File: src/rws_params.svh
/*
 * Offsets, field positions, reset values and timing constants of the
 * reset, watchdog and suspend controller.
 * Assumes a 200 MHz sys_clk; the core owns every other register.
 */
`ifndef RWS_PARAMS_SVH
`define RWS_PARAMS_SVH

// ------------------------------------------------------------
// register offsets
// ------------------------------------------------------------
`define RWS_ADDR_WDT_CLR    8'h26
`define RWS_ADDR_CLK_CFG    8'hF8
`define RWS_ADDR_STATUS     8'hFF

// ------------------------------------------------------------
// field positions
// ------------------------------------------------------------
`define RWS_ST_RUN          0
`define RWS_ST_IE_SENSE     2
`define RWS_ST_SUSPEND      3
`define RWS_ST_SUPPLY_CAUSE 4
`define RWS_ST_WDT_CAUSE    6
`define RWS_CFG_EXT_OSC     0
`define RWS_CFG_LVR_DIS     3
`define RWS_CFG_EXT_DLY     7

// ------------------------------------------------------------
// reset values
// ------------------------------------------------------------
`define RWS_STATUS_RST      8'h01
`define RWS_STATUS_POR      8'h11
`define RWS_CAUSE_MASK      8'h50
`define RWS_CFG_RST         8'h00
`define RWS_RESET_VECTOR    16'h0000
`define RWS_PIN_RST         4'h8

// ------------------------------------------------------------
// timing
// ------------------------------------------------------------
`define RWS_CLK_MHZ         200
`define RWS_T_INT_RESUME_US 8
`define RWS_T_EXT_SHORT_US  128
`define RWS_T_EXT_LONG_MS   4
`define RWS_T_WDT_HOLD_MS   2
`define RWS_T_START_MS      1
`define RWS_T_WATCH_MS      8
`define RWS_INT_RESUME_CYC  (`RWS_T_INT_RESUME_US * `RWS_CLK_MHZ)
`define RWS_EXT_SHORT_CYC   (`RWS_T_EXT_SHORT_US * `RWS_CLK_MHZ)
`define RWS_EXT_LONG_CYC    (`RWS_T_EXT_LONG_MS * 1000 * `RWS_CLK_MHZ)
`define RWS_WDT_HOLD_CYC    (`RWS_T_WDT_HOLD_MS * 1000 * `RWS_CLK_MHZ)
`define RWS_START_CYC       (`RWS_T_START_MS * 1000 * `RWS_CLK_MHZ)
`define RWS_WATCH_CYC       (`RWS_T_WATCH_MS * 1000 * `RWS_CLK_MHZ)

`endif

File: src/rws_pkg.sv
/*
 * Types shared by the reset, watchdog and suspend controller.
 * Assumes nothing beyond a SystemVerilog compiler.
 */
package rws_pkg;

	// controller states
	typedef enum logic [2:0] {
		ST_POWER_HOLD,
		ST_START,
		ST_RUN,
		ST_WDT_HOLD,
		ST_SUSPEND,
		ST_OSC_WAIT,
		ST_RESUME
	} rws_state_t;

	// effects held on the rest of the chip while in reset
	typedef struct packed {
		logic regs_clear;
		logic pins_hiz;
		logic reg_pin_hiz;
		logic irq_off;
		logic usb_off;
		logic stack_zero;
	} rws_rst_fx_t;

	// enabled and pending wake requests from on-chip logic
	typedef struct packed {
		logic gpio_irq;
		logic wake_timer_irq;
		logic serial_irq;
	} rws_wake_t;

endpackage : rws_pkg
File: src/rws_ctrl.sv
/*
 * Reset, watchdog and suspend controller of a small USB microcontroller.
 * Assumes the core I/O port on sys_clk, analogue detectors on pins.
 */
// What this block does
// - supply resets set status bit 4, watchdog resets set status bit 6
// - after any reset fetch starts at 0x0000 with nothing pushed
// - reset clears all registers except status, which takes its reset values
// - reset floats pins and regulator pin, disables interrupts and USB
// - supply resets force internal clock, then wait the start-up period
// - watchdog reset keeps clock mode, no settle delay, clears oscillator bit
// - reset loads both stack pointers with 0x00
// - power-up enables supply reset, start-up counter runs once supply is good
// - while enabled, every low-supply indication repeats the full sequence
// - low-supply reset off in suspend, back afterwards if it was enabled
// - sag detector always active, sole detector when low-supply reset off
// - after sag, hold until supply above threshold, then start-up delay
// - any write to 0x26 clears watchdog, rollover gives watchdog reset
// - watchdog reset held 2 ms, then fetch from 0x0000
// - suspend stops oscillators, free-running timer and watchdog
// - wake only on enabled interrupts or low bus-minus pin
// - resume after oscillator stable and mode-dependent delay expires
// - suspend wake ignores the global interrupt enable sense bit
// - suspend entered even when a wake condition already exists
// - resume only when the run bit is set
// - after resume, next instruction runs before any interrupt service
// - clock configuration bit 3 set disables low-supply reset
// - external mode resume delay is 128 us or 4 ms by bit 7
// - internal mode resume waits 8 us after oscillator start
// - wake clock mode chosen by clock configuration bit 0
`timescale 1ns/1ps
`default_nettype none
`include "rws_params.svh"

module rws_ctrl #(
	parameter int START_CYC     = `RWS_START_CYC,
	parameter int WATCH_CYC     = `RWS_WATCH_CYC,
	parameter int WDT_HOLD_CYC  = `RWS_WDT_HOLD_CYC,
	parameter int EXT_SHORT_CYC = `RWS_EXT_SHORT_CYC,
	parameter int EXT_LONG_CYC  = `RWS_EXT_LONG_CYC
) (
	input  wire logic               sys_clk,            // 200 MHz clock
	input  wire logic               sys_rst,            // power applied, high
	input  wire logic [7:0]         io_addr,            // core I/O address
	input  wire logic [7:0]         io_wdata,           // core write data
	input  wire logic               io_wr,              // write strobe
	input  wire logic               io_rd,              // read strobe
	input  wire logic               core_instr_done,    // instruction retired
	input  wire rws_pkg::rws_wake_t wake_req,           // enabled+pending irqs
	input  wire logic               supply_ok_pin,      // above threshold
	input  wire logic               sag_trip_pin,       // sag detector tripped
	input  wire logic               osc_stable_pin,     // ext oscillator stable
	input  wire logic               bus_minus_data_pin, // bus-minus level
	output logic [7:0]              io_rdata_q,         // read data
	output logic                    core_rst_q,         // core held in reset
	output logic                    core_halt_q,        // core clock gated
	output logic                    restart_pulse_q,    // fetch from vector
	output logic [15:0]             restart_addr_q,     // fetch address
	output rws_pkg::rws_rst_fx_t    rst_fx_q,           // reset effects
	output logic                    int_osc_en_q,       // internal osc on
	output logic                    ext_osc_en_q,       // external osc on
	output logic                    timers_run_q,       // timers clocked
	output logic                    lvr_active_q,       // low-supply reset armed
	output logic                    irq_defer_q         // hold off interrupts
);

	// ------------------------------------------------------------
	// declarations
	// ------------------------------------------------------------
	rws_pkg::rws_state_t state_q;
	rws_pkg::rws_state_t state_d;
	logic [3:0]          s1_q;
	logic [3:0]          s2_q;
	logic [3:0]          s3_q;
	logic [3:0]          pin_q;
	logic [7:0]          status_q;
	logic [7:0]          cfg_q;
	logic                ext_mode_q;
	logic                ext_mode_d;
	logic [23:0]         wdt_cnt_q;
	logic                tmr_load;
	logic [23:0]         tmr_val;
	logic                tmr_done;
	logic                supply_ok_s;
	logic                sag_s;
	logic                osc_ok_s;
	logic                bus_minus_s;
	logic                wr_status;
	logic                wr_cfg;
	logic                wr_wdt;
	logic                lvr_en;
	logic                supply_trip;
	logic                supply_evt;
	logic                wdt_roll;
	logic                wdt_evt;
	logic                susp_req;
	logic                ext_switch;
	logic                wake;
	logic                resume_end;
	logic                in_reset_d;

	// address match on a core read or write
	function automatic logic io_hit(input logic [7:0] addr, input logic [7:0] tgt);
		io_hit = (addr == tgt);
	endfunction : io_hit

	// ------------------------------------------------------------
	// pin synchronisers
	// ------------------------------------------------------------
	// three stages; a change counts once stages two and three agree
	always_ff @(posedge sys_clk) begin
		if (sys_rst) begin
			s1_q  <= `RWS_PIN_RST;
			s2_q  <= `RWS_PIN_RST;
			s3_q  <= `RWS_PIN_RST;
			pin_q <= `RWS_PIN_RST;
		end else begin
			s1_q  <= {bus_minus_data_pin, osc_stable_pin, sag_trip_pin, supply_ok_pin};
			s2_q  <= s1_q;
			s3_q  <= s2_q;
			pin_q <= (~(s2_q ^ s3_q) & s3_q) | ((s2_q ^ s3_q) & pin_q);
		end
	end

	assign supply_ok_s = pin_q[0];
	assign sag_s       = pin_q[1];
	assign osc_ok_s    = pin_q[2];
	assign bus_minus_s = pin_q[3];

	// ------------------------------------------------------------
	// event decode
	// ------------------------------------------------------------
	// status and configuration writes only land while the core runs
	assign wr_status = io_wr && io_hit(io_addr, `RWS_ADDR_STATUS) && state_q == rws_pkg::ST_RUN;
	assign wr_cfg    = io_wr && io_hit(io_addr, `RWS_ADDR_CLK_CFG) && state_q == rws_pkg::ST_RUN;
	assign wr_wdt    = io_wr && io_hit(io_addr, `RWS_ADDR_WDT_CLR);

	// low-supply detector armed while bit 3 is clear, never in suspend
	assign lvr_en = !cfg_q[`RWS_CFG_LVR_DIS] && state_q != rws_pkg::ST_SUSPEND;

	// sag detector always counts, low-supply only when armed
	assign supply_trip = (lvr_en && !supply_ok_s) || sag_s;
	assign supply_evt  = supply_trip && state_q != rws_pkg::ST_POWER_HOLD;

	// watchdog rollover while running
	assign wdt_roll = state_q == rws_pkg::ST_RUN && wdt_cnt_q == 24'(WATCH_CYC - 1);
	assign wdt_evt  = wdt_roll && !supply_trip;

	// suspend request: suspend bit written, wake state irrelevant
	assign susp_req = wr_status && io_wdata[`RWS_ST_SUSPEND];

	// firmware switches a running core to the external oscillator
	assign ext_switch = wr_cfg && io_wdata[`RWS_CFG_EXT_OSC] && !ext_mode_q;

	// wake sources, interrupt sense bit not consulted
	assign wake = status_q[`RWS_ST_RUN] && (|wake_req || !bus_minus_s);

	assign resume_end = state_q == rws_pkg::ST_RESUME && tmr_done;

	// ------------------------------------------------------------
	// delay timer
	// ------------------------------------------------------------
	rws_delay_timer u_delay (
		.sys_clk  (sys_clk),
		.sys_rst  (sys_rst),
		.load     (tmr_load),
		.load_val (tmr_val),
		.busy_q   (),
		.done_q   (tmr_done)
	);

	// ------------------------------------------------------------
	// next state and delay selection
	// ------------------------------------------------------------
	always_comb begin
		state_d  = state_q;
		tmr_load = 1'b0;
		tmr_val  = 24'h000000;
		if (supply_trip) begin
			state_d = rws_pkg::ST_POWER_HOLD;
		end else begin
			unique case (state_q)
				rws_pkg::ST_POWER_HOLD: begin
					if (supply_ok_s) begin
						state_d  = rws_pkg::ST_START;
						tmr_load = 1'b1;
						tmr_val  = 24'(START_CYC);
					end
				end
				rws_pkg::ST_START: begin
					if (tmr_done) begin
						state_d = rws_pkg::ST_RUN;
					end
				end
				rws_pkg::ST_RUN: begin
					if (wdt_roll) begin
						state_d  = rws_pkg::ST_WDT_HOLD;
						tmr_load = 1'b1;
						tmr_val  = 24'(WDT_HOLD_CYC);
					end else if (susp_req) begin
						state_d = rws_pkg::ST_SUSPEND;
					end else if (ext_switch) begin
						state_d = rws_pkg::ST_OSC_WAIT;
					end
				end
				rws_pkg::ST_WDT_HOLD: begin
					if (tmr_done) begin
						state_d = rws_pkg::ST_RUN;
					end
				end
				rws_pkg::ST_SUSPEND: begin
					if (wake && cfg_q[`RWS_CFG_EXT_OSC]) begin
						state_d = rws_pkg::ST_OSC_WAIT;
					end else if (wake) begin
						state_d  = rws_pkg::ST_RESUME;
						tmr_load = 1'b1;
						tmr_val  = 24'(`RWS_INT_RESUME_CYC);
					end
				end
				rws_pkg::ST_OSC_WAIT: begin
					if (osc_ok_s) begin
						state_d  = rws_pkg::ST_RESUME;
						tmr_load = 1'b1;
						tmr_val  = cfg_q[`RWS_CFG_EXT_DLY] ? 24'(EXT_LONG_CYC)
						                                   : 24'(EXT_SHORT_CYC);
					end
				end
				rws_pkg::ST_RESUME: begin
					if (tmr_done) begin
						state_d = rws_pkg::ST_RUN;
					end
				end
				default: begin
					state_d = rws_pkg::ST_POWER_HOLD;
				end
			endcase
		end
	end

	// clock mode that the next state runs in
	always_comb begin
		ext_mode_d = ext_mode_q;
		if (supply_evt) begin
			ext_mode_d = 1'b0;
		end else if (state_q == rws_pkg::ST_SUSPEND && wake) begin
			ext_mode_d = cfg_q[`RWS_CFG_EXT_OSC];
		end else if (state_q == rws_pkg::ST_RUN && state_d == rws_pkg::ST_OSC_WAIT) begin
			ext_mode_d = 1'b1;
		end
	end

	assign in_reset_d = state_d == rws_pkg::ST_POWER_HOLD || state_d == rws_pkg::ST_START ||
	                    state_d == rws_pkg::ST_WDT_HOLD;

	// ------------------------------------------------------------
	// state and clock mode
	// ------------------------------------------------------------
	// power-up lands in the supply hold with detectors armed
	always_ff @(posedge sys_clk) begin
		if (sys_rst) begin
			state_q    <= rws_pkg::ST_POWER_HOLD;
			ext_mode_q <= 1'b0;
		end else begin
			state_q    <= state_d;
			ext_mode_q <= ext_mode_d;
		end
	end

	// ------------------------------------------------------------
	// registers
	// ------------------------------------------------------------
	// status: reset values plus sticky cause bits; set beats clear
	always_ff @(posedge sys_clk) begin
		if (sys_rst) begin
			status_q <= `RWS_STATUS_POR;
		end else if (supply_evt || wdt_evt) begin
			status_q <= `RWS_STATUS_RST | (status_q & `RWS_CAUSE_MASK);
			status_q[`RWS_ST_SUPPLY_CAUSE] <= status_q[`RWS_ST_SUPPLY_CAUSE] || supply_evt;
			status_q[`RWS_ST_WDT_CAUSE]    <= status_q[`RWS_ST_WDT_CAUSE] || wdt_evt;
		end else if (wr_status) begin
			status_q <= (io_wdata & ~`RWS_CAUSE_MASK) | (io_wdata & status_q & `RWS_CAUSE_MASK);
		end else if (resume_end) begin
			status_q[`RWS_ST_SUSPEND] <= 1'b0;
		end
	end

	// clock configuration: cleared by every reset kind
	always_ff @(posedge sys_clk) begin
		if (sys_rst || supply_evt || wdt_evt) begin
			cfg_q <= `RWS_CFG_RST;
		end else if (wr_cfg) begin
			cfg_q <= io_wdata;
		end
	end

	// watchdog: cleared by write or reset, frozen outside run
	always_ff @(posedge sys_clk) begin
		if (sys_rst || wr_wdt || wdt_roll || in_reset_d) begin
			wdt_cnt_q <= 24'h000000;
		end else if (state_q == rws_pkg::ST_RUN) begin
			wdt_cnt_q <= wdt_cnt_q + 24'h000001;
		end
	end

	// read port; watchdog clear is write-only and reads zero
	always_ff @(posedge sys_clk) begin
		if (sys_rst) begin
			io_rdata_q <= 8'h00;
		end else if (io_rd) begin
			if (io_hit(io_addr, `RWS_ADDR_STATUS)) begin
				io_rdata_q <= status_q;
			end else if (io_hit(io_addr, `RWS_ADDR_CLK_CFG)) begin
				io_rdata_q <= cfg_q;
			end else begin
				io_rdata_q <= 8'h00;
			end
		end
	end

	// ------------------------------------------------------------
	// core and chip controls
	// ------------------------------------------------------------
	// reset hold, halt and restart towards the core
	always_ff @(posedge sys_clk) begin
		if (sys_rst) begin
			core_rst_q      <= 1'b1;
			core_halt_q     <= 1'b1;
			restart_pulse_q <= 1'b0;
			restart_addr_q  <= `RWS_RESET_VECTOR;
		end else begin
			core_rst_q      <= in_reset_d;
			core_halt_q     <= state_d != rws_pkg::ST_RUN;
			restart_pulse_q <= core_rst_q && !in_reset_d;
			restart_addr_q  <= `RWS_RESET_VECTOR;
		end
	end

	// pins float, interrupts and USB off, stacks zeroed in reset
	always_ff @(posedge sys_clk) begin
		if (sys_rst) begin
			rst_fx_q <= '1;
		end else begin
			rst_fx_q.regs_clear  <= in_reset_d;
			rst_fx_q.pins_hiz    <= in_reset_d;
			rst_fx_q.reg_pin_hiz <= in_reset_d;
			rst_fx_q.irq_off     <= in_reset_d;
			rst_fx_q.usb_off     <= in_reset_d;
			rst_fx_q.stack_zero  <= in_reset_d;
		end
	end

	// oscillators, timers and detector arming
	always_ff @(posedge sys_clk) begin
		if (sys_rst) begin
			int_osc_en_q <= 1'b1;
			ext_osc_en_q <= 1'b0;
			timers_run_q <= 1'b0;
			lvr_active_q <= 1'b1;
		end else begin
			int_osc_en_q <= state_d != rws_pkg::ST_SUSPEND && !ext_mode_d;
			ext_osc_en_q <= state_d != rws_pkg::ST_SUSPEND && ext_mode_d;
			timers_run_q <= state_d == rws_pkg::ST_RUN;
			lvr_active_q <= !cfg_q[`RWS_CFG_LVR_DIS] && state_d != rws_pkg::ST_SUSPEND;
		end
	end

	// one instruction runs after resume before interrupts; set wins
	always_ff @(posedge sys_clk) begin
		if (sys_rst || in_reset_d) begin
			irq_defer_q <= 1'b0;
		end else if (resume_end && status_q[`RWS_ST_SUSPEND]) begin
			irq_defer_q <= 1'b1;
		end else if (core_instr_done) begin
			irq_defer_q <= 1'b0;
		end
	end

endmodule : rws_ctrl

`default_nettype wire

File: src/rws_delay_timer.sv
/*
 * One-shot down counter for start-up, hold and resume delays.
 * Assumes load is a one-cycle pulse on sys_clk.
 */
`timescale 1ns/1ps
`default_nettype none

module rws_delay_timer (
	input  wire logic        sys_clk,  // system clock
	input  wire logic        sys_rst,  // sync reset, high
	input  wire logic        load,     // start a new delay
	input  wire logic [23:0] load_val, // delay in cycles
	output logic             busy_q,   // delay running
	output logic             done_q    // one-cycle end pulse
);

	logic [23:0] cnt_q;

	// ------------------------------------------------------------
	// count down, pulse at the end
	// ------------------------------------------------------------
	always_ff @(posedge sys_clk) begin
		if (sys_rst) begin
			cnt_q  <= 24'h000000;
			busy_q <= 1'b0;
			done_q <= 1'b0;
		end else if (load) begin
			cnt_q  <= load_val;
			busy_q <= 1'b1;
			done_q <= 1'b0;
		end else if (busy_q && cnt_q <= 24'h000001) begin
			cnt_q  <= 24'h000000;
			busy_q <= 1'b0;
			done_q <= 1'b1;
		end else begin
			cnt_q  <= busy_q ? cnt_q - 24'h000001 : cnt_q;
			done_q <= 1'b0;
		end
	end

endmodule : rws_delay_timer

`default_nettype wire

File: config.mk
export PLATFORM = sky130hd
export DESIGN_NAME = rws_ctrl
export DESIGN_NICKNAME = d
export VERILOG_FILES = /design/src/rws_pkg.sv /design/src/rws_ctrl.sv /design/src/rws_delay_timer.sv
export VERILOG_INCLUDE_DIRS = /design/src
export SDC_FILE = /design/constraint.sdc
export NUM_CORES = 1
export LEC_CHECK = 0
export BUFFER_PORTS_ARGS = -buffer_cell sky130_fd_sc_hd__clkbuf_2
export CAP_MARGIN = 20
export CORE_ASPECT_RATIO = 0.75
export CORE_MARGIN = 2
export CORE_UTILIZATION = 62
export DETAILED_ROUTE_END_ITERATION = 10
export MAX_ROUTING_LAYER = met4
export PLACE_DENSITY_LB_ADDON = 0.12
export SETUP_SLACK_MARGIN = 0.3
export SYNTH_ARGS = -nofsm -noshare
export SYNTH_HDL_FRONTEND = slang
export SYNTH_SLANG_ARGS = --single-unit
File: constraint.sdc
create_clock -name sys_clk -period 5.6 [get_ports sys_clk]
set_input_delay 0.28 -clock sys_clk [delete_from_list [all_inputs] [get_ports sys_clk]]
set_output_delay 0.28 -clock sys_clk [all_outputs]
set_load 0.1 [all_outputs]
* Word level (Yosys, flattened, before mapping)
Cells that the tools add are included.
Word-level totals: word-level logic and storage cells 149, bits in latches 0, memories 0, output and inout bits 38, input port bits 28, memory bits (writable) 0, flip-flop bits (word level) 102, ROM bits 0
Operators by class: bitwise logic cells 7, $mul 0, add/subtract/negate cells 2, order comparisons 1, reduce and logical (&&, ||, !) cells 56, equal/unequal tests 17, shift-type cells 0, divide/modulo/power cells 0, muxes and demuxes 43
Operator list (count):
- $pmux W20 S4 | 1
- $mux W24 | 3
- $mux W20 | 3
- $mux W3 | 11
- $add A24 B1 Y24 const B | 1
- $eq A24 B21 Y1 const B | 1
- $le A24 B1 Y1 const B | 1
- $logic_and A1 B1 Y1 | 24
- $sub A24 B1 Y24 const B | 1
- $mux W11 | 2
- $mux W19 | 1
- $mux W18 | 1
- $eq A8 B8 Y1 const B | 2
- $mux W1 | 16
- $mux W8 | 2
- $pmux W3 S5 | 1
- $logic_or A1 B1 Y1 | 13
- $eq A3 B2 Y1 const B | 4
- $eq A3 B3 Y1 const B | 4
- $and A4 B4 Y4 | 2
- $eq A8 B6 Y1 const B | 1
- $or A8 B7 Y8 | 1
- $reduce_bool A2 Y1 | 4
- $and A7 B7 Y7 | 1
- 13 further kinds | 25

* Longest topological paths before layout
Gate-level depths: netlist of the first run.
word-level depth 17, mapped depth 9, depth with buffers taken out 8

* Hierarchy
A second synthesis of the first run with hierarchy kept.
Second synthesis, totals: cell total of the unflattened synthesis 583, area, all modules 5121.2 sq um
Modules (own cells, without submodules):
- rws_ctrl | area each 3652.3 sq um, cells an instance 405, instances 1, sequential area each 1521.5 sq um
- rws_delay_timer | area each 1468.9 sq um, cells an instance 178, instances 1, sequential area each 520.5 sq um

* Worst setup path after synthesis of the first run
No wires, ideal clock.
kind register -> register, from reg u_delay.busy_q, to reg u_delay.cnt_q[8], path buffers 1, period minus slack after synthesis 2.102 ns, setup slack 3.498 ns, arrival 1.970 ns, required time 5.468 ns, setup time 0.132 ns, stages on the path, launching flop included 8, path through dfxtp_1 > buf_2 > or4b_2 > nor4_2 > and3_1 > nor3_2 > a221oi_1 > nor3_1
On the way: cells in the longest elaborated chain, start to end 3, elaborated cells on any way between the ends 4, those cells by class 2 x mux; 2 x reduce/logical
Ends and longest elaborated chain:
- start: declaration | RTL line rws_delay_timer.sv:13 | output logic busy_q,
- start signal: assignment | RTL line rws_delay_timer.sv:25 | busy_q <= 1'b0;
- start signal: assignment | RTL line rws_delay_timer.sv:29 | busy_q <= 1'b1;
- start signal: assignment | RTL line rws_delay_timer.sv:33 | busy_q <= 1'b0;
- $logic_and A1 B1 Y1 | RTL line rws_delay_timer.sv:31 | end else if (busy_q && cnt_q <= 24'h000001) begin
- $mux W24 | RTL line rws_delay_timer.sv:31
- $mux W24 | RTL line rws_delay_timer.sv:27 | end else if (load) begin
- end signal: assignment | RTL line rws_delay_timer.sv:28 | cnt_q <= load_val;
- end signal: assignment | RTL line rws_delay_timer.sv:36 | cnt_q <= busy_q ? cnt_q - 24'h000001 : cnt_q;
- end: declaration | RTL line rws_delay_timer.sv:17 | logic [23:0] cnt_q;
Parallel ways exist; a longest one is shown, timed or not. A chain may end at the register's enable or synchronous reset.

* Worst setup path in the final report of the first run
from reg state_q[2], to reg u_delay.cnt_q[16]
On the way: cells in the longest elaborated chain, start to end 6, elaborated cells on any way between the ends 16, those cells by class 4 x eq/ne; 6 x mux; 6 x reduce/logical
Ends and longest elaborated chain:
- start: declaration | RTL line rws_ctrl.sv:70 | rws_pkg::rws_state_t state_q;
- start signal: assignment | RTL line rws_ctrl.sv:261 | state_q <= rws_pkg::ST_POWER_HOLD;
- start signal: assignment | RTL line rws_ctrl.sv:264 | state_q <= state_d;
- $eq A3 B2 Y1 or $ne A3 B3 Y1 (tied branches) | RTL line rws_ctrl.sv:146, rws_ctrl.sv:182, rws_ctrl.sv:139
- $logic_and A1 B1 Y1 (on tied branches) | RTL line rws_ctrl.sv:146, rws_ctrl.sv:139
- $mux W1 or $logic_and A1 B1 Y1 (tied branches) | RTL line rws_ctrl.sv:196, rws_ctrl.sv:142
- $pmux W1 S4 or $logic_or A1 B1 Y1 (tied branches) | RTL line rws_ctrl.sv:182, rws_ctrl.sv:142
- $mux W1 or $mux W20 (tied branches) | RTL line rws_ctrl.sv:179 | if (supply_trip) begin
- $reduce_bool A3 Y1 (no source line) or $mux W24 (tied branches)
Parallel ways exist; a longest one is shown, timed or not.

==> flow_results.xml, run 1 <==
<?xml version="1.0" encoding="UTF-8"?>
<metrics>
  <group name="routing">
    <metric name="vias_per_cell" unit="">5.91</metric>
    <metric name="route.final.wire_length" unit="um">11200</metric>
    <metric name="first_pass_iters" unit="">5</metric>
    <metric name="drt_iter0_markers" unit="">354</metric>
    <metric name="dr_total_vias" unit="">4366</metric>
    <metric name="wire_per_inst" unit="um">15.1</metric>
    <metric name="final_antenna_net_count" unit="">0</metric>
    <metric name="drcViolationCount" unit="">0</metric>
  </group>
  <group name="grt">
    <metric name="pin_count_of_the_biggest_net_entering_global_routing" unit="">41</metric>
    <metric name="vias_in_the_first_global_route" unit="">3768</metric>
    <metric name="grt_pass1_wl" unit="um">18000</metric>
    <metric name="grt_use_total" unit="%">26.3</metric>
    <metric name="overflow" unit="">0</metric>
    <metric name="antenna_found_initial" unit="">0</metric>
  </group>
  <group name="die">
    <metric name="core_area" unit="um^2">7950</metric>
    <metric name="num_rows" unit="">28</metric>
    <metric name="floorplan.die.height" unit="um">82.6</metric>
    <metric name="chipWidth" unit="um">109</metric>
    <metric name="die-area" unit="um^2">8990</metric>
    <metric name="top_level_ports" unit="">66</metric>
    <metric name="floorplan.initialDensity" unit="%">64.2</metric>
  </group>
  <group name="critical_path">
    <metric name="worst_setup_path_start_kind" unit="">flop</metric>
    <metric name="worstPathBufferInverterCount" unit="">0</metric>
    <metric name="worst_path_dominant_cell_family" unit="">simple AND/OR/NAND/NOR gates</metric>
    <metric name="worst_ep_arrival_time" unit="ns">3.32</metric>
    <metric name="timing.critical_path.to_type" unit="">flop</metric>
    <metric name="required_time_at_the_worst_slack_endpoint" unit="ns">5.88</metric>
    <metric name="cpMaxStageDelayCell" unit="">sky130_fd_sc_hd__nor4_2</metric>
    <metric name="timing.critical_path.fanout_max" unit="">19</metric>
    <metric name="critPathMaxStageDelay" unit="ns">0.79</metric>
    <metric name="crit_path_cell_trace" unit="">nor3b_2 &gt; o31ai_1 &gt; nor4_2 &gt; or3_1 &gt; nor2_1 &gt; a2111oi_2</metric>
    <metric name="critPathKind" unit="">flop to flop</metric>
  </group>
  <group name="clock_network">
    <metric name="htree_levels" unit="">3</metric>
    <metric name="tritoncts" unit="">yes</metric>
    <metric name="cts.root.buffer_cell" unit="">sky130_fd_sc_hd__clkbuf_8</metric>
    <metric name="post_cts.resized_instances" unit="">0</metric>
    <metric name="cts.sink_count" unit="">102</metric>
    <metric name="ctsHoldBuffers" unit="">0</metric>
    <metric name="number_of_buffers_created_by_cts" unit="">9</metric>
    <metric name="cts_buffer_depth" unit="">2</metric>
    <metric name="post_cts.repair.setup_buffers" unit="">0</metric>
    <metric name="clkTransAtPathRegs" unit="ns">0.09</metric>
    <metric name="clk_latency" unit="ns">0.38</metric>
  </group>
  <group name="finish">
    <metric name="footprint_of_the_flip_flops_and_latches" unit="um^2">2040</metric>
    <metric name="share_of_post_route_cells_with_drive_strength_above_1" unit="%">15.3</metric>
    <metric name="most-common-layout-cells" unit="">sky130_fd_sc_hd__dfxtp_1 (102), sky130_fd_sc_hd__nor2_1 (91), sky130_fd_sc_hd__nand2_1 (54)</metric>
    <metric name="layout.cells.most_common" unit="">sky130_fd_sc_hd__dfxtp_1</metric>
    <metric name="area_growth" unit="%">7.03</metric>
    <metric name="antenna_cells_inserted" unit="">0</metric>
    <metric name="total_area_of_multi_input_combinational_cells" unit="um^2">2780</metric>
    <metric name="fillers" unit="">649</metric>
    <metric name="fin_nets" unit="">660</metric>
  </group>
  <group name="timing">
    <metric name="finClkSkew" unit="ns">0.00940</metric>
    <metric name="maxSlewViolCount" unit="">0</metric>
    <metric name="fin_setup_tns" unit="ns">0</metric>
    <metric name="timing.final.hold_violations" unit="">0</metric>
    <metric name="setup-violations-final" unit="">0</metric>
    <metric name="rsz0062_at_grt" unit="">false</metric>
    <metric name="timing.slew.headroom" unit="%">21.9</metric>
    <metric name="period_minus_slack" unit="ns">3.05</metric>
    <metric name="final_min_period_over_clock_period" unit="%">54.4</metric>
    <metric name="worst_pin_slew" unit="ns">1.15</metric>
    <metric name="fmax" unit="GHz">0.328</metric>
  </group>
  <group name="synth">
    <metric name="synthCells" unit="">603</metric>
    <metric name="yosys.area.top_type_share" unit="%">40.0</metric>
    <metric name="postSynthRegisterBits" unit="">102</metric>
    <metric name="synth_cell_area" unit="um^2">5110</metric>
    <metric name="synth-edff-count" unit="">0</metric>
    <metric name="synth_area_per_cell" unit="um^2">8.47</metric>
    <metric name="synth-main-ff-cell" unit="">sky130_fd_sc_hd__dfxtp_1</metric>
    <metric name="seq_area_frac_synth" unit="%">40.0</metric>
    <metric name="yosys-top-cells-area" unit="">sky130_fd_sc_hd__dfxtp_1 (40%), sky130_fd_sc_hd__nor2_1 (6.7%), sky130_fd_sc_hd__xnor2_1 (4.1%)</metric>
    <metric name="synth_warnings" unit="">0</metric>
    <metric name="synth.distinct_cells" unit="">66</metric>
    <metric name="synth_area_leader_cell" unit="">sky130_fd_sc_hd__dfxtp_1</metric>
    <metric name="async_flop_share" unit="%">0</metric>
  </group>
  <group name="power">
    <metric name="power.static_leakage" unit="nW">2.09</metric>
    <metric name="cellPowerDensity" unit="nW/um^2">244</metric>
    <metric name="fin_total_pwr" unit="W">0.00133</metric>
    <metric name="max-vdd-ir-drop" unit="uV">205</metric>
  </group>
  <group name="placed_design">
    <metric name="dp.final_hpwl" unit="um">8090</metric>
    <metric name="finalWeightedCongestion" unit="">0.911</metric>
    <metric name="port_buffers" unit="">49</metric>
  </group>
  <group name="run">
    <metric name="drv_cap" unit="">0</metric>
  </group>
  <group name="min_path">
    <metric name="timing.hold.worst.class" unit="">input port to flop</metric>
  </group>
  <group name="outcome">
    <metric name="run_status" unit="">complete, no violations</metric>
  </group>
</metrics>
cells in the mapped netlist, types with 6 or more instances:
cell type and number:
sky130_fd_sc_hd__dfxtp_1 102, sky130_fd_sc_hd__nor2_1 91, sky130_fd_sc_hd__nand2_1 54, sky130_fd_sc_hd__buf_4 26, sky130_fd_sc_hd__a21oi_1 25, sky130_fd_sc_hd__xnor2_1 24, sky130_fd_sc_hd__nand3_1 22, sky130_fd_sc_hd__nor3_1 21
sky130_fd_sc_hd__a211oi_1 18, sky130_fd_sc_hd__clkbuf_1 15, sky130_fd_sc_hd__mux2i_1 15, sky130_fd_sc_hd__nor2b_1 14, sky130_fd_sc_hd__nand4_1 13, sky130_fd_sc_hd__nor4_1 13, sky130_fd_sc_hd__inv_1 11, sky130_fd_sc_hd__o21ai_0 10
sky130_fd_sc_hd__a22oi_1 9, sky130_fd_sc_hd__and2_1 9, sky130_fd_sc_hd__and4_1 8, sky130_fd_sc_hd__xor2_1 8, sky130_fd_sc_hd__and3_1 7, sky130_fd_sc_hd__or2_2 6
registers in the layout, summed over array words and instances, names as in the netlist, 3 cells and up, named ones only:
name	cells
cfg_q	8
io_rdata_q	8
s1_q	4
s2_q	4
s3_q	4
state_q	3
status_q	8
u_delay.cnt_q	24
wdt_cnt_q	24
stage by stage:
step / setup WS, ns / hold WS (ns) / cells / area (um^2) / util [%]
finish: 2.55 / 0.0797 / 739 / 5470 / 68.7
global route: 2.22 / 0.0785 / 739 / 5470 / 68.7
CTS: 2.58 / 0.0561 / 739 / 5470 / 68.7
detailed placement: 2.59 / 0.396 / 723 / 5250 / 66.0
global placement: 2.73 / 0.392 / 723 / 5250 / 66.0
floorplan: 3.50 / 0.384 / 618 / 5160 / -
path summary, 6_finish.rpt:
| kind | from | endpoint | slack, ns | cells past startpoint |
|---|---|---|---|---|
| setup / recovery | state_q[2] | u_delay.cnt_q[16] | 2.55 | 6 |
| hold reg to reg | s1_q[3] | s2_q[3] | 0.42 | 1 |
| setup reg to reg | state_q[2] | u_delay.cnt_q[16] | 2.55 | 6 |
| hold / removal | bus_minus_data_pin | s1_q[3] | 0.08 | 2 |
cells by family after synthesis:
kind of cell | Yosys count | synth area share (%)
multiplexers | 17 | 3.38
buffers and inverters | 61 | 6.81
AO/OA/AOI/OAI | 90 | 12.4
AND/OR/NAND/NOR | 297 | 31.1
flip-flops | 102 | 40.0
other | 1 | 0.0734
adder cells (fa/ha/maj) | 3 | 0.735
XOR/XNOR | 32 | 5.49
per-layer routing:
layer  up-vias  track usage [%]  share of wire, %
li1       2154                -                 -
met1      2012             35.8                48
met3        21             5.65               7.8
met4         0             7.82               1.5
met5         -                -                 0
met2       179             39.5                43
layout make-up:
cell class	count	area share, %
Tap cell	105	2.40
Timing Repair Buffer	50	4.62
Clock inverter	4	0.984
Clock buffer	12	3.02
Multi-Input combinational cell	455	50.8
Sequential cell	102	37.4
Inverter	11	0.755
worst reg2reg max path, cell delays in order (launching register included):
cell and delay (ns):
sky130_fd_sc_hd__dfxtp_1 0.73, sky130_fd_sc_hd__nor3b_2 0.44, sky130_fd_sc_hd__o31ai_1 0.15, sky130_fd_sc_hd__nor4_2 0.79, sky130_fd_sc_hd__or3_1 0.43, sky130_fd_sc_hd__nor2_1 0.10, sky130_fd_sc_hd__a2111oi_2 0.31
where the power goes:
group	leakage [nW]	switching, W	internal (W)
logic	1.16	0.0000886	0.0000158
registers	0.825	0.00000274	0.000731
clock network	0.105	0.000250	0.000244
total	2.09	0.000341	0.000991
Note: power is estimated with default switching activity, not from simulation.
==> inputs of run 2 (changes only) <==
Settings changed: CORE_UTILIZATION 62 to 52.
Clock period 5.6 ns to 2.5 ns, I/O delays scaled along.
==> run 2 against run 1 <==
Net effect: final cell count grew 8.8%; sequential share of layout area shrank 3.9 points; clock skew shrank 0.0014 ns; hold slack got worse by 0.039 ns; clock power grew to 3.2 times the previous value; critical path depth did not move; via count up 5.6%; power increased to 2.6 times the previous value; sequential power grew 120%; fmax is 41% higher; largest cell class unchanged; largest power group unchanged; highest routed layer unchanged.
==> flow_results.xml, run 2 (same netlist as run 1, synthesis figures left out) <==
<?xml version="1.0" encoding="UTF-8"?>
<metrics>
  <group name="outcome">
    <metric name="run_status" unit="">complete, no violations</metric>
  </group>
  <group name="routing">
    <metric name="drcViolationCount" unit="">0</metric>
    <metric name="route.final.wire_length" unit="um">12800</metric>
    <metric name="vias_per_cell" unit="">5.74</metric>
    <metric name="wire_per_inst" unit="um">15.9</metric>
    <metric name="dr_total_vias" unit="">4612</metric>
    <metric name="drt_iter0_markers" unit="">345</metric>
    <metric name="final_antenna_net_count" unit="">0</metric>
    <metric name="first_pass_iters" unit="">5</metric>
  </group>
  <group name="critical_path">
    <metric name="worst_setup_path_startpoint" unit="">state_q[2]</metric>
    <metric name="worst_setup_path_start_kind" unit="">flop</metric>
    <metric name="timing.critical_path.to_type" unit="">flop</metric>
    <metric name="cpMaxStageDelayCell" unit="">sky130_fd_sc_hd__dfxtp_4</metric>
    <metric name="required_time_at_the_worst_slack_endpoint" unit="ns">2.74</metric>
    <metric name="critPathMaxStageDelay" unit="ns">0.44</metric>
    <metric name="critical_path_depth" unit="">6</metric>
    <metric name="timing.reg2reg.setup_slack" unit="ns">0.34</metric>
    <metric name="worst_path_dominant_cell_family" unit="">compound AO/OA/AOI/OAI gates</metric>
    <metric name="critPathKind" unit="">flop to flop</metric>
    <metric name="timing.rr.start" unit="">state_q[2]</metric>
    <metric name="timing.rr.end" unit="">u_delay.cnt_q[16]</metric>
    <metric name="depth_of_the_worst_register_to_register_path" unit="">6</metric>
    <metric name="worstPathBufferInverterCount" unit="">0</metric>
    <metric name="crit_path_cell_trace" unit="">mux2_2 &gt; o32a_1 &gt; a21oi_4 &gt; or3_1 &gt; nor2_1 &gt; a2111oi_2</metric>
    <metric name="timing.critical_path.fanout_max" unit="">14</metric>
    <metric name="worst_ep_arrival_time" unit="ns">2.40</metric>
    <metric name="timing.critical_path.to" unit="">u_delay.cnt_q[16]</metric>
  </group>
  <group name="clock_network">
    <metric name="clk_latency" unit="ns">0.34</metric>
    <metric name="clkTransAtPathRegs" unit="ns">0.07</metric>
    <metric name="htree_levels" unit="">3</metric>
    <metric name="tritoncts" unit="">yes</metric>
    <metric name="number_of_buffers_created_by_cts" unit="">9</metric>
    <metric name="cts.root.buffer_cell" unit="">sky130_fd_sc_hd__clkbuf_16</metric>
    <metric name="cts_buffer_depth" unit="">2</metric>
    <metric name="cts.sink_count" unit="">102</metric>
  </group>
  <group name="min_path">
    <metric name="timing.hold.worst.class" unit="">input port to flop</metric>
  </group>
  <group name="power">
    <metric name="cellPowerDensity" unit="nW/um^2">568</metric>
    <metric name="max-vdd-ir-drop" unit="uV">384</metric>
    <metric name="power.static_leakage" unit="nW">2.39</metric>
  </group>
  <group name="finish">
    <metric name="antenna_cells_inserted" unit="">0</metric>
    <metric name="most-common-layout-cells" unit="">sky130_fd_sc_hd__dfxtp_1 (98), sky130_fd_sc_hd__nor2_1 (89), sky130_fd_sc_hd__nand2_1 (53)</metric>
    <metric name="largest_registers" unit="">u_delay.cnt_q x24, wdt_cnt_q x24</metric>
    <metric name="fillers" unit="">877</metric>
    <metric name="share_of_post_route_cells_with_drive_strength_above_1" unit="%">22.9</metric>
    <metric name="layoutNonFillerInstCount" unit="">804</metric>
    <metric name="fin_nets" unit="">698</metric>
    <metric name="layout.cells.most_common" unit="">sky130_fd_sc_hd__dfxtp_1</metric>
    <metric name="area_growth" unit="%">20.1</metric>
  </group>
  <group name="timing">
    <metric name="setup-violations-final" unit="">0</metric>
    <metric name="rsz0062_at_grt" unit="">true</metric>
    <metric name="timing.slew.headroom" unit="%">63.8</metric>
    <metric name="fmax" unit="GHz">0.463</metric>
    <metric name="fin_setup_tns" unit="ns">0</metric>
    <metric name="maxSlewViolCount" unit="">0</metric>
    <metric name="finClkSkew" unit="ns">0.00800</metric>
    <metric name="final_min_period_over_clock_period" unit="%">86.4</metric>
    <metric name="period_minus_slack" unit="ns">2.16</metric>
    <metric name="post_route_worst_hold_slack" unit="ns">0.0411</metric>
    <metric name="worst_path_setup_slack_after_routing" unit="ns">0.341</metric>
    <metric name="worst_pin_slew" unit="ns">0.546</metric>
    <metric name="timing.final.hold_violations" unit="">0</metric>
  </group>
  <group name="placed_design">
    <metric name="finalWeightedCongestion" unit="">1.00</metric>
    <metric name="placed_cells_incl_taps" unit="">769</metric>
    <metric name="port_buffers" unit="">49</metric>
    <metric name="dp.final_hpwl" unit="um">8540</metric>
    <metric name="dp_slack" unit="ns">0.104</metric>
  </group>
  <group name="grt">
    <metric name="grt_pass1_wl" unit="um">20600</metric>
    <metric name="antenna_found_initial" unit="">0</metric>
    <metric name="grt_use_total" unit="%">24.1</metric>
    <metric name="pin_count_of_the_biggest_net_entering_global_routing" unit="">28</metric>
    <metric name="overflow" unit="">0</metric>
    <metric name="vias_in_the_first_global_route" unit="">4120</metric>
  </group>
  <group name="run">
    <metric name="drv_cap" unit="">0</metric>
  </group>
  <group name="die">
    <metric name="core_area" unit="um^2">9620</metric>
    <metric name="floorplan.initialDensity" unit="%">53.1</metric>
    <metric name="top_level_ports" unit="">66</metric>
    <metric name="chipWidth" unit="um">118</metric>
    <metric name="num_rows" unit="">31</metric>
    <metric name="floorplan.die.height" unit="um">89.8</metric>
    <metric name="die-area" unit="um^2">10600</metric>
  </group>
</metrics>
## run 2: cell types whose count changed in the layout (fill, tap and decap cells not counted), moves of 4 or more
cell,delta
sky130_fd_sc_hd__clkbuf_16,+9
sky130_fd_sc_hd__clkbuf_8,-12
sky130_fd_sc_hd__dfxtp_1,-4
sky130_fd_sc_hd__nor4_4,+5
sky130_fd_sc_hd__dlygate4sd3_1,+4
sky130_fd_sc_hd__buf_4,+32
## run 2: layout make-up
class                      instances  area (um^2)  area share [%]
clock buffer                       9          225            3.67
inverter                          11         41.3           0.673
timing repair buffer              88          564            9.20
clock inverter                     7          120            1.96
tap                              132          165            2.69
sequential                       102         2050            33.5
multi-input combinational        455         2960            48.3
## run 2: report_power, final
group | total [W] | switching (W) | internal [W]
Combinational | 0.000244 | 0.000202 | 0.0000429
Sequential | 0.00164 | 0.00000606 | 0.00163
Clock | 0.00159 | 0.000613 | 0.000982
Total | 0.00348 | 0.000821 | 0.00266
## run 2: worst register-to-register path, stage by stage, from the launching register on
cell and delay, ns:
sky130_fd_sc_hd__dfxtp_4 0.44, sky130_fd_sc_hd__mux2_2 0.37, sky130_fd_sc_hd__o32a_1 0.42, sky130_fd_sc_hd__a21oi_4 0.24
sky130_fd_sc_hd__or3_1 0.19, sky130_fd_sc_hd__nor2_1 0.06, sky130_fd_sc_hd__a2111oi_2 0.33
## run 2: worst min-delay path by stage
stage | startpoint | end | slack [ns] | cells past startpoint
after floorplan | bus_minus_data_pin | s1_q[3] | 0.23 | 1
after global placement | bus_minus_data_pin | s1_q[3] | 0.31 | 2
after detailed placement | bus_minus_data_pin | s1_q[3] | 0.31 | 2
after CTS | io_wdata[2] | status_q[2] | 0.03 | 3
after global routing | io_wdata[5] | cfg_q[5] | 0.04 | 3
final | io_wdata[5] | cfg_q[5] | 0.04 | 3
## run 2: timing repair
action	in CTS	in global routing
gates resized for setup	12	27
setup buffers	2	12
gates cloned	0	1
endpoints found under the setup margin	51	51
hold buffers	4	0
hold endpoints to repair	4	0
pin swaps	2	10
## run 2: layer usage
layer  part of all wire (%)  routed length, um  global-route usage (%)  vias up
met1                     47               6060                    34.6     2154
li1                       -                  -                       -     2234
met5                      0                  0                       -        -
met2                     44               5560                    34.2      204
met4                    1.3                172                    6.05        0
met3                    7.7                980                    5.46       20
## run 2: per-stage QoR
| step | total power [W] | instance area [um^2] | util [%] |
|---|---|---|---|
| detailed placement | 0.00192 | 5440 | 56.5 |
| global route | 0.00358 | 6130 | 63.7 |
| global placement | 0.00192 | 5440 | 56.5 |
| CTS | 0.00351 | 5880 | 61.2 |
| finish | 0.00348 | 6130 | 63.7 |
| floorplan | 0.00189 | 5160 | - |
